===== config.mk =====
export PLATFORM = sky130hd
export DESIGN_NAME = gcb_pin_cfg_bank
export DESIGN_NICKNAME = d
export VERILOG_FILES = /design/src/gcb_pkg.sv /design/src/gcb_pin_cfg_bank.sv
export SDC_FILE = /design/constraint.sdc
export NUM_CORES = 1
export LEC_CHECK = 0
export ABC_AREA = 1
export BUFFER_PORTS_ARGS = -buffer_cell sky130_fd_sc_hd__buf_2
export CORE_ASPECT_RATIO = 0.9
export CORE_MARGIN = 4
export CORE_UTILIZATION = 39
export DETAILED_ROUTE_END_ITERATION = 7
export PLACE_DENSITY = 0.63
export SYNTH_ARGS = -nofsm -noshare
export SYNTH_HDL_FRONTEND = slang
export SYNTH_SLANG_ARGS = --single-unit

===== constraint.sdc =====
create_clock -name mclk_i -period 6.2 [get_ports mclk_i]
set_input_delay 0.62 -clock mclk_i [delete_from_list [all_inputs] [get_ports mclk_i]]
set_output_delay 0.62 -clock mclk_i [all_outputs]
set_load 0.03 [all_outputs]

===== src/gcb_pkg.sv =====
package gcb_pkg;

  // ----------------------------------------------------------------
  // Sizes
  // ----------------------------------------------------------------
  localparam int NUM_PINS = 10;
  localparam int ADDR_W = 8;
  localparam int DATA_W = 32;
  localparam int IDX_W = 6;
  localparam int CFG_W = 8;
  localparam int PIN_W = 4;

  // ----------------------------------------------------------------
  // Register indices; the byte address is four times the index.
  // ----------------------------------------------------------------
  localparam logic [IDX_W-1:0] IDX_1_7 = 6'h2a;
  localparam logic [IDX_W-1:0] IDX_2_0 = 6'h2b;
  localparam logic [IDX_W-1:0] IDX_2_1 = 6'h2c;
  localparam logic [IDX_W-1:0] IDX_2_2 = 6'h2d;
  localparam logic [IDX_W-1:0] IDX_UNUSED = 6'h2e;
  localparam logic [IDX_W-1:0] IDX_2_4 = 6'h2f;
  localparam logic [IDX_W-1:0] IDX_2_5 = 6'h30;
  localparam logic [IDX_W-1:0] IDX_2_6 = 6'h31;
  localparam logic [IDX_W-1:0] IDX_2_7 = 6'h32;
  localparam logic [IDX_W-1:0] IDX_3_0 = 6'h33;
  localparam logic [IDX_W-1:0] IDX_3_1 = 6'h34;

  // Pin positions in every per-pin vector, in register order.
  localparam int P_1_7 = 0;
  localparam int P_2_0 = 1;
  localparam int P_2_1 = 2;
  localparam int P_2_2 = 3;
  localparam int P_2_4 = 4;
  localparam int P_2_5 = 5;
  localparam int P_2_6 = 6;
  localparam int P_2_7 = 7;
  localparam int P_3_0 = 8;
  localparam int P_3_1 = 9;

  // Register index of each pin position.
  localparam logic [IDX_W-1:0] PIN_IDX [NUM_PINS] = '{
    IDX_1_7, IDX_2_0, IDX_2_1, IDX_2_2, IDX_2_4,
    IDX_2_5, IDX_2_6, IDX_2_7, IDX_3_0, IDX_3_1
  };

  // ----------------------------------------------------------------
  // Field layout and values
  // ----------------------------------------------------------------
  localparam int BIT_DIR = 0;
  localparam int BIT_POL = 1;
  localparam int BIT_ALT = 2;
  localparam int FN_LO = 2;
  localparam int FN_HI = 3;
  localparam int BIT_OD = 7;
  localparam logic [1:0] FN_GPIO = 2'h0;
  localparam logic [1:0] FN_KBC = 2'h1;
  localparam logic [1:0] FN_EDGE = 2'h2;
  localparam logic [1:0] FN_FLOPPY = 2'h3;
  localparam logic [CFG_W-1:0] CFG_RESET = 8'h01;
  localparam logic ALT_IDLE = 1'b1;
  localparam logic [1:0] RESP_OKAY = 2'h0;
  localparam logic [1:0] RESP_SLVERR = 2'h2;

  // ----------------------------------------------------------------
  // Types
  // ----------------------------------------------------------------
  typedef struct packed {
    logic awvalid;
    logic [ADDR_W-1:0] awaddr;
    logic wvalid;
    logic [DATA_W-1:0] wdata;
    logic [3:0] wstrb;
    logic bready;
    logic arvalid;
    logic [ADDR_W-1:0] araddr;
    logic rready;
  } gcb_axi_req_t;

  typedef struct packed {
    logic awready;
    logic wready;
    logic bvalid;
    logic [1:0] bresp;
    logic arready;
    logic rvalid;
    logic [DATA_W-1:0] rdata;
    logic [1:0] rresp;
  } gcb_axi_rsp_t;

  // Signals that peripherals hand to the pins.
  typedef struct packed {
    logic kbc_port_bit7;
    logic kbc_port_bit6;
    logic kbc_port_bit2;
    logic floppy_drive_select_one_n;
    logic floppy_motor_one_n;
    logic music_serial_tx;
    logic sys_mgmt_irq_out_n;
  } gcb_alt_in_t;

  // Signals that the pins hand to peripherals.
  typedef struct packed {
    logic joystick_two_y_axis;
    logic kbc_port_bit7;
    logic kbc_port_bit6;
    logic kbc_port_bit2;
    logic music_serial_rx;
    logic fan_speed_sense_one;
    logic fan_speed_sense_two;
    logic [1:0] edge_irq;
  } gcb_alt_out_t;

  typedef enum logic [0:0] {WR_IDLE, WR_RESP} gcb_wr_st_t;
  typedef enum logic [0:0] {RD_IDLE, RD_RESP} gcb_rd_st_t;

  typedef struct packed {
    logic [NUM_PINS-1:0][CFG_W-1:0] cfg;
    gcb_wr_st_t wr_st;
    gcb_rd_st_t rd_st;
    logic aw_got;
    logic w_got;
    logic [IDX_W-1:0] aw_idx;
    logic [CFG_W-1:0] w_data;
    logic w_lane0;
    logic [1:0] bresp;
    logic [DATA_W-1:0] rdata;
    logic [1:0] rresp;
    logic [NUM_PINS-1:0] pad_out;
    logic [NUM_PINS-1:0] pad_oe;
    logic [NUM_PINS-1:0] gpio_in;
    logic [1:0] edge_prev;
    gcb_alt_out_t alt;
  } gcb_state_t;

endpackage : gcb_pkg


===== src/gcb_pin_cfg_bank.sv =====
// Notes on behaviour
// - Bit 0 one means input, zero output.
// - Bit 1 inverts value between register and pad.
// - Bit 7 one open drain, zero push-pull.
// - Every pin register resets to 0x01.
// - Pin 1.7 bit 2 feeds joystick Y axis.
// - Pin 2.0 bit 2 joins keyboard port bit 7.
// - Pin 2.1 field: drive select, edge, kbc6, io.
// - Pin 2.2 field: motor, edge, kbc2, io.
// - Edge interrupt fires on both pin edges.
// - Bits 6:4 of field pins do nothing.
// - Slot 2E has no function, reads zero.
// - Pin 2.4 has no alternate function.
// - Pin 2.5 bit 2 feeds music receive.
// - Pin 2.6 bit 2 drives music transmit.
// - Pin 2.7 bit 2 carries management interrupt.
// - Pins 3.0, 3.1 feed fan sense two, one.
//
// Added by the designer: the AXI4-Lite register port.
`timescale 1ns/1ps

module gcb_pin_cfg_bank (
  input wire logic mclk_i,
  input wire logic nrst_i,
  input wire gcb_pkg::gcb_axi_req_t axi_req_i,
  output gcb_pkg::gcb_axi_rsp_t axi_rsp_o,
  input wire logic [gcb_pkg::NUM_PINS-1:0] pad_in_i,
  output logic [gcb_pkg::NUM_PINS-1:0] pad_out_o,
  output logic [gcb_pkg::NUM_PINS-1:0] pad_oe_o,
  input wire logic [gcb_pkg::NUM_PINS-1:0] gpio_out_i,
  output logic [gcb_pkg::NUM_PINS-1:0] gpio_in_o,
  input wire gcb_pkg::gcb_alt_in_t alt_i,
  output gcb_pkg::gcb_alt_out_t alt_o
);

  // ----------------------------------------------------------------
  // State
  // ----------------------------------------------------------------
  gcb_pkg::gcb_state_t q; // Everything that is registered.
  gcb_pkg::gcb_state_t d; // Next value of the whole state.
  // One record keeps reset in step.

  // ----------------------------------------------------------------
  // Decode helper
  // ----------------------------------------------------------------
  // Returns the pin position of a register index with a hit flag
  // on top. A loop keeps the map in one place, the package table.
  function automatic logic [gcb_pkg::PIN_W:0] find_pin(
    input logic [gcb_pkg::IDX_W-1:0] idx
  );
    logic [gcb_pkg::PIN_W:0] res;
    res = '0;
    // Indices are unique; one hit at most.
    for (int i = 0; i < gcb_pkg::NUM_PINS; i++) begin
      if (idx == gcb_pkg::PIN_IDX[i]) begin
        res = {1'b1, i[gcb_pkg::PIN_W-1:0]};
      end
    end

    return res;
  endfunction : find_pin

  // ----------------------------------------------------------------
  // Next-state logic
  // ----------------------------------------------------------------
  // One process computes bus slave, register file and pad muxing.
  // The pad side lags its configuration by one clock, since every
  // pad output is a flip-flop.
  always_comb begin
    logic [gcb_pkg::PIN_W:0] hit;
    logic [gcb_pkg::NUM_PINS-1:0] drv;
    logic [gcb_pkg::NUM_PINS-1:0] pin_in;
    logic [1:0] fn_21;
    logic [1:0] fn_22;
    logic val;
    logic od;
    hit = '0;
    drv = '0;
    pin_in = '0;
    fn_21 = '0;
    fn_22 = '0;
    val = 1'b0;
    od = 1'b0;
    d = q;
    // Fields hold unless moved below.

    // --------------------------------------------------------------
    // Write channels
    // --------------------------------------------------------------
    // Address and data are taken in either order and held until
    // both are present; nothing more is taken while a response
    // waits, which keeps one write in flight.
    if (q.wr_st == gcb_pkg::WR_IDLE) begin
      // Address half.
      if (axi_req_i.awvalid && !q.aw_got) begin
        d.aw_got = 1'b1;
        d.aw_idx = axi_req_i.awaddr[gcb_pkg::ADDR_W-1:2];
      end

      // Data half; only lane 0 counts.
      if (axi_req_i.wvalid && !q.w_got) begin
        d.w_got = 1'b1;
        d.w_data = axi_req_i.wdata[gcb_pkg::CFG_W-1:0];
        d.w_lane0 = axi_req_i.wstrb[0];
      end
    end

    // Both halves present: perform the write and answer.
    if (d.aw_got && d.w_got) begin
      // The index may be from a past cycle.
      hit = find_pin(d.aw_idx);
      d.aw_got = 1'b0;
      d.w_got = 1'b0;
      d.wr_st = gcb_pkg::WR_RESP;
      d.bresp = gcb_pkg::RESP_OKAY;

      // A mapped index is written.
      if (hit[gcb_pkg::PIN_W]) begin
        // Only lane 0 holds register bits; upper lanes are dropped.
        if (d.w_lane0) begin
          d.cfg[hit[gcb_pkg::PIN_W-1:0]] = d.w_data;
        end
      end else if (d.aw_idx == gcb_pkg::IDX_UNUSED) begin
        // The empty slot accepts and discards writes.
        d.bresp = gcb_pkg::RESP_OKAY;
      end else begin
        // Unmapped: refuse, keep state.
        d.bresp = gcb_pkg::RESP_SLVERR;
      end
    end

    // Response leaves when the master takes it.
    // Its code holds until then.
    if (q.wr_st == gcb_pkg::WR_RESP && axi_req_i.bready) begin
      d.wr_st = gcb_pkg::WR_IDLE;
    end

    // --------------------------------------------------------------
    // Read channels
    // --------------------------------------------------------------
    // A read is answered on the clock after its address is taken.
    // It stands until rready.
    // One read is held at a time.
    if (q.rd_st == gcb_pkg::RD_IDLE) begin
      if (axi_req_i.arvalid) begin
        hit = find_pin(axi_req_i.araddr[gcb_pkg::ADDR_W-1:2]);
        d.rd_st = gcb_pkg::RD_RESP;
        d.rdata = '0;
        d.rresp = gcb_pkg::RESP_OKAY;
        if (hit[gcb_pkg::PIN_W]) begin
          // Reserved bits read back as written; they steer nothing.
          d.rdata[gcb_pkg::CFG_W-1:0] =
            q.cfg[hit[gcb_pkg::PIN_W-1:0]];
        end else if (axi_req_i.araddr[gcb_pkg::ADDR_W-1:2] ==
                     gcb_pkg::IDX_UNUSED) begin
          d.rdata = '0;
        end else begin
          // Unmapped: refuse, zero data.
          d.rresp = gcb_pkg::RESP_SLVERR;
        end
      end
    end else if (axi_req_i.rready) begin
      // Answer taken; reopen.
      d.rd_st = gcb_pkg::RD_IDLE;
    end

    // --------------------------------------------------------------
    // Pin inputs
    // --------------------------------------------------------------
    // The polarity bit also applies on the way in, so software and
    // alternate functions both see the corrected level.
    // Pads count as synchronous.
    for (int p = 0; p < gcb_pkg::NUM_PINS; p++) begin
      pin_in[p] = pad_in_i[p] ^ q.cfg[p][gcb_pkg::BIT_POL];
      d.gpio_in[p] = pin_in[p];
    end

    // Only bits 3:2 form the field; bits 6:4 are never looked at.
    // Reserved bits steer nothing.
    fn_21 =
      q.cfg[gcb_pkg::P_2_1][gcb_pkg::FN_HI:gcb_pkg::FN_LO];
    fn_22 =
      q.cfg[gcb_pkg::P_2_2][gcb_pkg::FN_HI:gcb_pkg::FN_LO];

    // --------------------------------------------------------------
    // Alternate inputs to peripherals
    // --------------------------------------------------------------
    // A peripheral whose pin is not routed sees the idle high level,
    // which is the quiet state of its serial or port input.
    d.alt.joystick_two_y_axis = gcb_pkg::ALT_IDLE;
    d.alt.kbc_port_bit7 = gcb_pkg::ALT_IDLE;
    d.alt.kbc_port_bit6 = gcb_pkg::ALT_IDLE;
    d.alt.kbc_port_bit2 = gcb_pkg::ALT_IDLE;
    d.alt.music_serial_rx = gcb_pkg::ALT_IDLE;
    d.alt.fan_speed_sense_one = gcb_pkg::ALT_IDLE;
    d.alt.fan_speed_sense_two = gcb_pkg::ALT_IDLE;

    // Pin 1.7: joystick timing.
    if (q.cfg[gcb_pkg::P_1_7][gcb_pkg::BIT_ALT]) begin
      d.alt.joystick_two_y_axis = pin_in[gcb_pkg::P_1_7];
    end

    // Pin 2.0: keyboard bit 7.
    if (q.cfg[gcb_pkg::P_2_0][gcb_pkg::BIT_ALT]) begin
      d.alt.kbc_port_bit7 = pin_in[gcb_pkg::P_2_0];
    end

    // Pin 2.1: keyboard bit 6.
    if (fn_21 == gcb_pkg::FN_KBC) begin
      d.alt.kbc_port_bit6 = pin_in[gcb_pkg::P_2_1];
    end

    // Pin 2.2: keyboard bit 2.
    if (fn_22 == gcb_pkg::FN_KBC) begin
      d.alt.kbc_port_bit2 = pin_in[gcb_pkg::P_2_2];
    end

    // Pin 2.5: music receive.
    if (q.cfg[gcb_pkg::P_2_5][gcb_pkg::BIT_ALT]) begin
      d.alt.music_serial_rx = pin_in[gcb_pkg::P_2_5];
    end

    // Pin 3.0: second fan sense.
    if (q.cfg[gcb_pkg::P_3_0][gcb_pkg::BIT_ALT]) begin
      d.alt.fan_speed_sense_two = pin_in[gcb_pkg::P_3_0];
    end

    // Pin 3.1: first fan sense.
    if (q.cfg[gcb_pkg::P_3_1][gcb_pkg::BIT_ALT]) begin
      d.alt.fan_speed_sense_one = pin_in[gcb_pkg::P_3_1];
    end

    // --------------------------------------------------------------
    // Edge interrupts
    // --------------------------------------------------------------
    // Any change of level against the last sample is an edge, so
    // both directions fire. The last sample is tracked even while
    // the function is off, so turning it on raises no false pulse.
    d.edge_prev[0] = pin_in[gcb_pkg::P_2_1];
    d.edge_prev[1] = pin_in[gcb_pkg::P_2_2];

    // A pulse lasts one clock.
    d.alt.edge_irq[0] = (fn_21 == gcb_pkg::FN_EDGE) &&
      (pin_in[gcb_pkg::P_2_1] != q.edge_prev[0]);
    // Same detector for pin 2.2.
    d.alt.edge_irq[1] = (fn_22 == gcb_pkg::FN_EDGE) &&
      (pin_in[gcb_pkg::P_2_2] != q.edge_prev[1]);

    // --------------------------------------------------------------
    // Output sources
    // --------------------------------------------------------------
    // Plain I/O drives the data register value; an alternate output
    // replaces it. Pins 1.7, 2.4, 2.5, 3.0 and 3.1 have no output
    // function, so only bit 2 or the field is ever consulted and
    // bits 6:4 never reach the mux.
    drv = gpio_out_i;

    // Pin 2.0: keyboard bit 7.
    if (q.cfg[gcb_pkg::P_2_0][gcb_pkg::BIT_ALT]) begin
      drv[gcb_pkg::P_2_0] = alt_i.kbc_port_bit7;
    end

    // Pin 2.1: select or bit 6.
    case (fn_21)
      gcb_pkg::FN_FLOPPY: begin
        // Active low, passed as is.
        drv[gcb_pkg::P_2_1] = alt_i.floppy_drive_select_one_n;
      end
      gcb_pkg::FN_KBC: begin
        // Keyboard port drives.
        drv[gcb_pkg::P_2_1] = alt_i.kbc_port_bit6;
      end
      default: begin
        // Plain I/O or edge input: the data register still drives.
        drv[gcb_pkg::P_2_1] = gpio_out_i[gcb_pkg::P_2_1];
      end
    endcase

    // Pin 2.2: motor or bit 2.
    case (fn_22)
      gcb_pkg::FN_FLOPPY: begin
        // Active low, passed as is.
        drv[gcb_pkg::P_2_2] = alt_i.floppy_motor_one_n;
      end
      gcb_pkg::FN_KBC: begin
        // Keyboard port drives.
        drv[gcb_pkg::P_2_2] = alt_i.kbc_port_bit2;
      end
      default: begin
        // Plain I/O or edge input.
        drv[gcb_pkg::P_2_2] = gpio_out_i[gcb_pkg::P_2_2];
      end
    endcase

    // Pin 2.6: music transmit.
    if (q.cfg[gcb_pkg::P_2_6][gcb_pkg::BIT_ALT]) begin
      drv[gcb_pkg::P_2_6] = alt_i.music_serial_tx;
    end

    // Pin 2.7: management interrupt.
    if (q.cfg[gcb_pkg::P_2_7][gcb_pkg::BIT_ALT]) begin
      drv[gcb_pkg::P_2_7] = alt_i.sys_mgmt_irq_out_n;
    end

    // --------------------------------------------------------------
    // Pad drivers
    // --------------------------------------------------------------
    // Direction gates the driver for every function; software must
    // clear bit 0 to let an alternate output reach the pad. Open
    // drain pulls low only, and releases the pad for a one.
    // Pad flops add one clock of lag.
    for (int p = 0; p < gcb_pkg::NUM_PINS; p++) begin
      // Polarity covers every source.
      val = drv[p] ^ q.cfg[p][gcb_pkg::BIT_POL];
      // Open drain drops the high side.
      od = q.cfg[p][gcb_pkg::BIT_OD];
      d.pad_out[p] = od ? 1'b0 : val;
      // An input never drives.
      d.pad_oe[p] = !q.cfg[p][gcb_pkg::BIT_DIR] &&
        (!od || !val);
    end

    // --------------------------------------------------------------
    // Reset
    // --------------------------------------------------------------
    // Reset sits last so that it overrides every update above.
    if (!nrst_i) begin
      // Clear all, then set non-zeros.
      d = '0;
      for (int p = 0; p < gcb_pkg::NUM_PINS; p++) begin
        d.cfg[p] = gcb_pkg::CFG_RESET;
      end
      // Unrouted inputs rest high.
      d.alt.joystick_two_y_axis = gcb_pkg::ALT_IDLE;
      d.alt.kbc_port_bit7 = gcb_pkg::ALT_IDLE;
      d.alt.kbc_port_bit6 = gcb_pkg::ALT_IDLE;
      d.alt.kbc_port_bit2 = gcb_pkg::ALT_IDLE;
      d.alt.music_serial_rx = gcb_pkg::ALT_IDLE;
      d.alt.fan_speed_sense_one = gcb_pkg::ALT_IDLE;
      d.alt.fan_speed_sense_two = gcb_pkg::ALT_IDLE;
    end
  end

  // ----------------------------------------------------------------
  // State register
  // ----------------------------------------------------------------
  // Reset is synchronous and folded into the next-state logic.
  // No enable: flops move every clock.
  always_ff @(posedge mclk_i) begin
    q <= d;
  end

  // ----------------------------------------------------------------
  // Outputs
  // ----------------------------------------------------------------
  // Readies are combinational from state; data come from flops.
  always_comb begin
    // Bus side.
    axi_rsp_o.awready = (q.wr_st == gcb_pkg::WR_IDLE) && !q.aw_got;
    axi_rsp_o.wready = (q.wr_st == gcb_pkg::WR_IDLE) && !q.w_got;
    axi_rsp_o.bvalid = (q.wr_st == gcb_pkg::WR_RESP);
    axi_rsp_o.bresp = q.bresp;
    axi_rsp_o.arready = (q.rd_st == gcb_pkg::RD_IDLE);
    axi_rsp_o.rvalid = (q.rd_st == gcb_pkg::RD_RESP);
    axi_rsp_o.rdata = q.rdata;
    axi_rsp_o.rresp = q.rresp;

    // Pin side.
    pad_out_o = q.pad_out;
    pad_oe_o = q.pad_oe;
    gpio_in_o = q.gpio_in;
    alt_o = q.alt;
  end

endmodule : gcb_pin_cfg_bank


* Word-level counts from Yosys, hierarchy flattened
Cells that the tools add are included.
** Storage, ports and cells
- Bits in registers :: 152
- Logic and storage cells :: 225
** Operators by class
- Order comparisons :: 3
- Equal/unequal tests :: 30
- Multiplexer cells :: 46
- Bitwise logic cells :: 23
- Reduce and logical (&&, ||, !) cells :: 82
** Operator list (count)
- $eq 6x6->1 const B :: 22
- $mux 5 :: 23
- $bwmux 80 :: 1
- $bmux 8 s4 :: 1
- $demux 8 s4 :: 1
- $logic_not 1->1 :: 32
- $mux 8 :: 3
- $reduce_or 2->1 :: 12
- $xor 1x1->1 :: 20
- $logic_and 1x1->1 :: 19
- $mux 17 :: 1
- $reduce_and 2->1 :: 8
- $logic_or 1x1->1 :: 10
- $lt 4x5->1 const B :: 2
- $mux 9 :: 1
- $eq 2x2->1 const B :: 4
- $mux 1 :: 8
- $mux 2 :: 4
- $mux 6 :: 1
- $eq 2x1->1 const B :: 2
- $ge 4x1->1 const B :: 1
- $pmux 1 s2 :: 2
- $not 1->1 :: 3
- $reduce_and 3->1 :: 1
- $ne 1x1->1 :: 2

* Logic depth before layout (Yosys ltp)
- Depth in word-level cells :: 21
- Mapped depth :: 17

* Worst setup path after synthesis
OpenSTA, ideal clock, no wires.
- Path kind :: input port to flip-flop
- Start :: in axi_req_i[56] (netlist bit)
- End :: reg q[143] (netlist bit)
- Library setup time :: 113 ps
- Data arrival time :: 2073 ps
- Data required time :: 6087 ps
- Setup slack :: 4014 ps
- Cell stages on the path :: 16
- Path buffers :: 1
- Path through :: inv_1 > nor2_2 > nand3_1 > nand2_2 > inv_1 > nor2_2 > nand3_2 > nand2_1 > nor2_4 > inv_1 > nand2_2 > nor2_4 > buf_6 > nand2_1 > nand2_1 > nor2_1
** Between the ends
- Cells in the longest elaborated chain, start to end :: 19
- Elaborated cells on any way between the ends :: 33
- Those cells by class :: 2 x order compare; 10 x eq/ne; 17 x mux; 4 x reduce/logical
** Ends and longest elaborated chain
- from (decl) :: line gcb_pin_cfg_bank.sv:25 : input wire gcb_pkg::gcb_axi_req_t axi_req_i,
- $logic_and 1x1->1 (*) :: line gcb_pin_cfg_bank.sv:95 : if (axi_req_i.awvalid && !q.aw_got) begin
- $mux 6 :: line gcb_pin_cfg_bank.sv:95
- $mux 17 (*) :: line gcb_pin_cfg_bank.sv:93 : if (q.wr_st == gcb_pkg::WR_IDLE) begin
- $eq 6x6->1 :: line gcb_pin_cfg_bank.sv:55 : if (idx == gcb_pkg::PIN_IDX[i]) begin
- $mux 5 (9 in a row) :: line gcb_pin_cfg_bank.sv:55
- $mux 5 :: line gcb_pin_cfg_bank.sv:109 : if (d.aw_got && d.w_got) begin
- $lt 4x5->1 (not written as such) or $ge 4x1->1 (tied branches) :: line gcb_pin_cfg_bank.sv:121 : d.cfg[hit[gcb_pkg::PIN_W-1:0]] = d.w_data;
- $logic_and 1x1->1 (not written as such) :: line gcb_pin_cfg_bank.sv:121
- $mux 8 (not written as such) :: line gcb_pin_cfg_bank.sv:121
- $demux 8 s4 :: line gcb_pin_cfg_bank.sv:121
- $bwmux 80 :: line gcb_pin_cfg_bank.sv:121
- to (signal assigned) :: line gcb_pin_cfg_bank.sv:350 : q <= d;
- to (decl) :: line gcb_pin_cfg_bank.sv:39 : gcb_pkg::gcb_state_t q;
Every way passes the cells marked *; elsewhere a longest branch is shown, timed or not. The select of a mux whose other input is x is not followed.
A chain may end at the register's enable or synchronous reset.

* Worst setup path after layout
- Start :: reg q (netlist bit axi_rsp_o[38])
- End :: reg q[107] (netlist bit)
** Between the ends
- Cells in the longest elaborated chain, start to end :: 17
- Elaborated cells on any way between the ends :: 30
- Those cells by class :: 2 x order compare; 10 x eq/ne; 15 x mux; 3 x reduce/logical
** Ends and longest elaborated chain (line)
- $mux 17 (*) :: gcb_pin_cfg_bank.sv:93
- $eq 6x6->1 :: gcb_pin_cfg_bank.sv:55
- $mux 5 (9 in a row) :: gcb_pin_cfg_bank.sv:55
- $mux 5 :: gcb_pin_cfg_bank.sv:109
- $lt 4x5->1 (not written as such) or $ge 4x1->1 (tied branches) :: gcb_pin_cfg_bank.sv:121
- $logic_and 1x1->1 (not written as such) :: gcb_pin_cfg_bank.sv:121
- $mux 8 (not written as such) :: gcb_pin_cfg_bank.sv:121
- $demux 8 s4 :: gcb_pin_cfg_bank.sv:121
- $bwmux 80 :: gcb_pin_cfg_bank.sv:121
Marks and branches as above.

==> summary.txt <==
Pwr
  – Power per cell area: 290 mW/mm2
  – Max VDD drop: about 180 uV
  – Final Total Pwr: 2.38 mW
  – Leak: approximately 3.6 nW

Final layout
  – Reg area: 0.00296 mm2
  – Layout cells sized above 1: 0.173
  – Most common cell after layout, fill and taps aside: nand2_1
  – Area of the multi-input gates: 0.00339 mm2
  – Core Util, Final: 0.444
  – Most frequent cells in the layout: 247 x nand2_1, 148 x dfxtp_1, 144 x nor2_1
  – Nets: 1168
  – Post-route cell area: 0.00820 mm2
  – Antenna cell count: 0
  – Layout area overhead: 11.3%
  – Finished Layout Cells: 1339
  – Filler cells: 1881

Timing
  – Setup violators final: 0
  – Final min period: between 2 and 3 ns
  – Rel. slew slack: 0.361
  – Final hold violations: 0
  – Final worst slack: 3.40 ns
  – Max Clock Freq: 358 MHz
  – Period utilisation layout: 0.451
  – Final Slew Violations: 0
  – Fin Setup TNS: 0 ns
  – Skew final: 0.0130 ns
  – Hold WS: approximately 0.36 ns
  – RSZ-0062 raised after global routing: false
  – Slew @ Worst Pin: about 0.95 ns

Place
  – Dpl ws: 3.08 ns
  – IO Port Bufs: 108
  – Dpl cells: 1308
  – Post-DP HPWL: approximately 13 mm
  – RePlAce Congestion: 0.847
  – Placement Cell Area: 0.00761 mm2

Global route
  – Tot GR Track Use: 0.176
  – GR Overflow Total: 0
  – Largest net degree at the start of global routing: 65
  – Initial antenna violation count: 2
  – First-pass GRT wire length: 30.6 mm
  – Vias in the first global route: around 5900

Setup path
  – Reg-to-Reg Start: axi_rsp_o[38]
  – CP startpoint kind: flop
  – Critical path arrival: 3.07 ns
  – Slowest stage delay, CP: 0.48 ns
  – Critical Path RT: approximately 6.5 ns
  – Cell mode on critical path: nand2_1
  – Critical-path cell list: inv_2, nand3_4, nand2_1, nand2_2, nand2_1, inv_1, nand3_2, nand2_1, nor2_1, nand2_1, buf_4, nand3_1, nand2_1, a21oi_1
  – Critical path origin: axi_rsp_o[38]
  – WS Path Type: flop to flop
  – Crit end category: flop
  – CP max stage cell: dfxtp_1
  – Maximum net fanout on the critical path: 37

Clocking
  – Worst skew pair latency: 0.43 ns
  – Postcts setup bufs: 0
  – Clock buffer depth: 2
  – CTS Hold Buffers Added: 0
  – Post-cts resize count: 0
  – Root buffer cell: clkbuf_16
  – CTS tree: done
  – Number of clock sinks: approximately 150
  – Clock transition at the registers of the reported paths: 0.07 ns
  – Num CTS Buffers: 17
  – # H-tree levels: 4

Hold path
  – Hold crit path type: input pin to flop
  – Hold wc startpoint: axi_req_i[10]

Die
  – Die H: roughly 140 um
  – # rows: 47
  – Die W: 153 um
  – IO Pins: 166
  – DIE AREA: 0.0211 mm2
  – Core area: 0.0185 mm2
  – Initial Util: 0.399

Flow run
  – Max Cap Viol: 0

Detailed routing
  – ANT nets after route: 0
  – Vias per cell: between 4 and 5
  – TritonRoute pass-1 iters: 5
  – Vias: 6516
  – Routed Wire Length: around 19 mm
  – Post-DR wirelength/cell: 14.2 um
  – DRC viols: 0
  – DRT iter0 DRCs: 458

Yosys
  – Yosys reg bits: 148
  – Synth cell types: 38
  – Syn avg cell area: 7.12 um2
  – Top cells by area, synth: dfxtp_1 40%, nand2_1 13%, buf_4 7.8%, nor2_1 7.4%, nand3_1 4.6%
  – Syn Std Cell Area: 0.00736 mm2
  – Synth top area share: 0.402
  – Gate Count Post-Synth: 1034
  – Leading area contributor after synthesis: dfxtp_1
  – Register area share after synthesis: 0.402
  – Warning count from the yosys run: 0

Status
  – Outcome: complete, no violations
-- state kept, by name (all words and copies together) (netlist names) --
register,count
q,97
axi_rsp_o,12
gpio_in_o,10
pad_oe_o,10
pad_out_o,10
alt_o,9
-- cells in the mapped netlist, drive strengths merged --
master / n
a21oi: 43
a31oi: 9
buf: 95
clkbuf: 21
clkinv: 4
conb: 1
dfxtp: 148
inv: 82
mux2i: 4
nand2: 258
nand3: 72
nand3b: 2
nand4: 38
nor2: 156
nor3: 14
nor4: 3
o211ai: 8
o21a: 1
o21ai: 49
o21bai: 3
o31ai: 1
xnor2: 15
xor2: 7
-- critical path: cells and delay by family, from the launching register on --
family                 cells  cell delay (ns)
DFF                        1             0.48
buffers and inverters      3             0.60
AOI/OAI and AO/OA          1             0.08
and+or+nand+nor           10             1.45
-- report_power, final --
group	total (mW)	internal, mW	switching (mW)
Combinational	0.367	0.0898	0.277
Clock	1.02	0.612	0.411
Sequential	0.987	0.977	0.0107
Total	2.38	1.68	0.699
-- cell type report --
type	count	share of cell area
Multi-Input combinational cell	709	0.413
Timing Repair Buffer	120	0.0769
Clock inverter	11	0.0159
Clock buffer	20	0.0557
Tap cell	245	0.0374
Sequential cell	148	0.361
Inverter	86	0.0394
-- logic make-up after synthesis --
kind of cell / Yosys count / synth area share
AO/OA/AOI/OAI: 114 / 0.0844
XOR/XNOR: 22 / 0.0262
buffers and inverters: 202 / 0.151
flip-flops: 148 / 0.402
multiplexers: 4 / 0.00544
other: 1 / 0.000509
AND/OR/NAND/NOR: 543 / 0.330
-- routing by layer --
layer	GRT usage	share of wire	vias up
li1	-	-	3315
met1	0.250	0.48	2962
met2	0.268	0.44	205
met3	0.0388	0.068	30
met4	0.0534	0.016	4
met5	0	0.00074	-
-- worst paths after layout --
| path | cells past startpoint | endpoint | slack [ns] |
|---|---|---|---|
| min | 2 | axi_rsp_o[38] | 0.36 |
| min reg2reg | 1 | alt_o[3] | 0.43 |
| max | 14 | q[107] | 3.40 |
| max reg2reg | 14 | q[107] | 3.40 |
No activity file was read; power rests on OpenSTA's default activity.
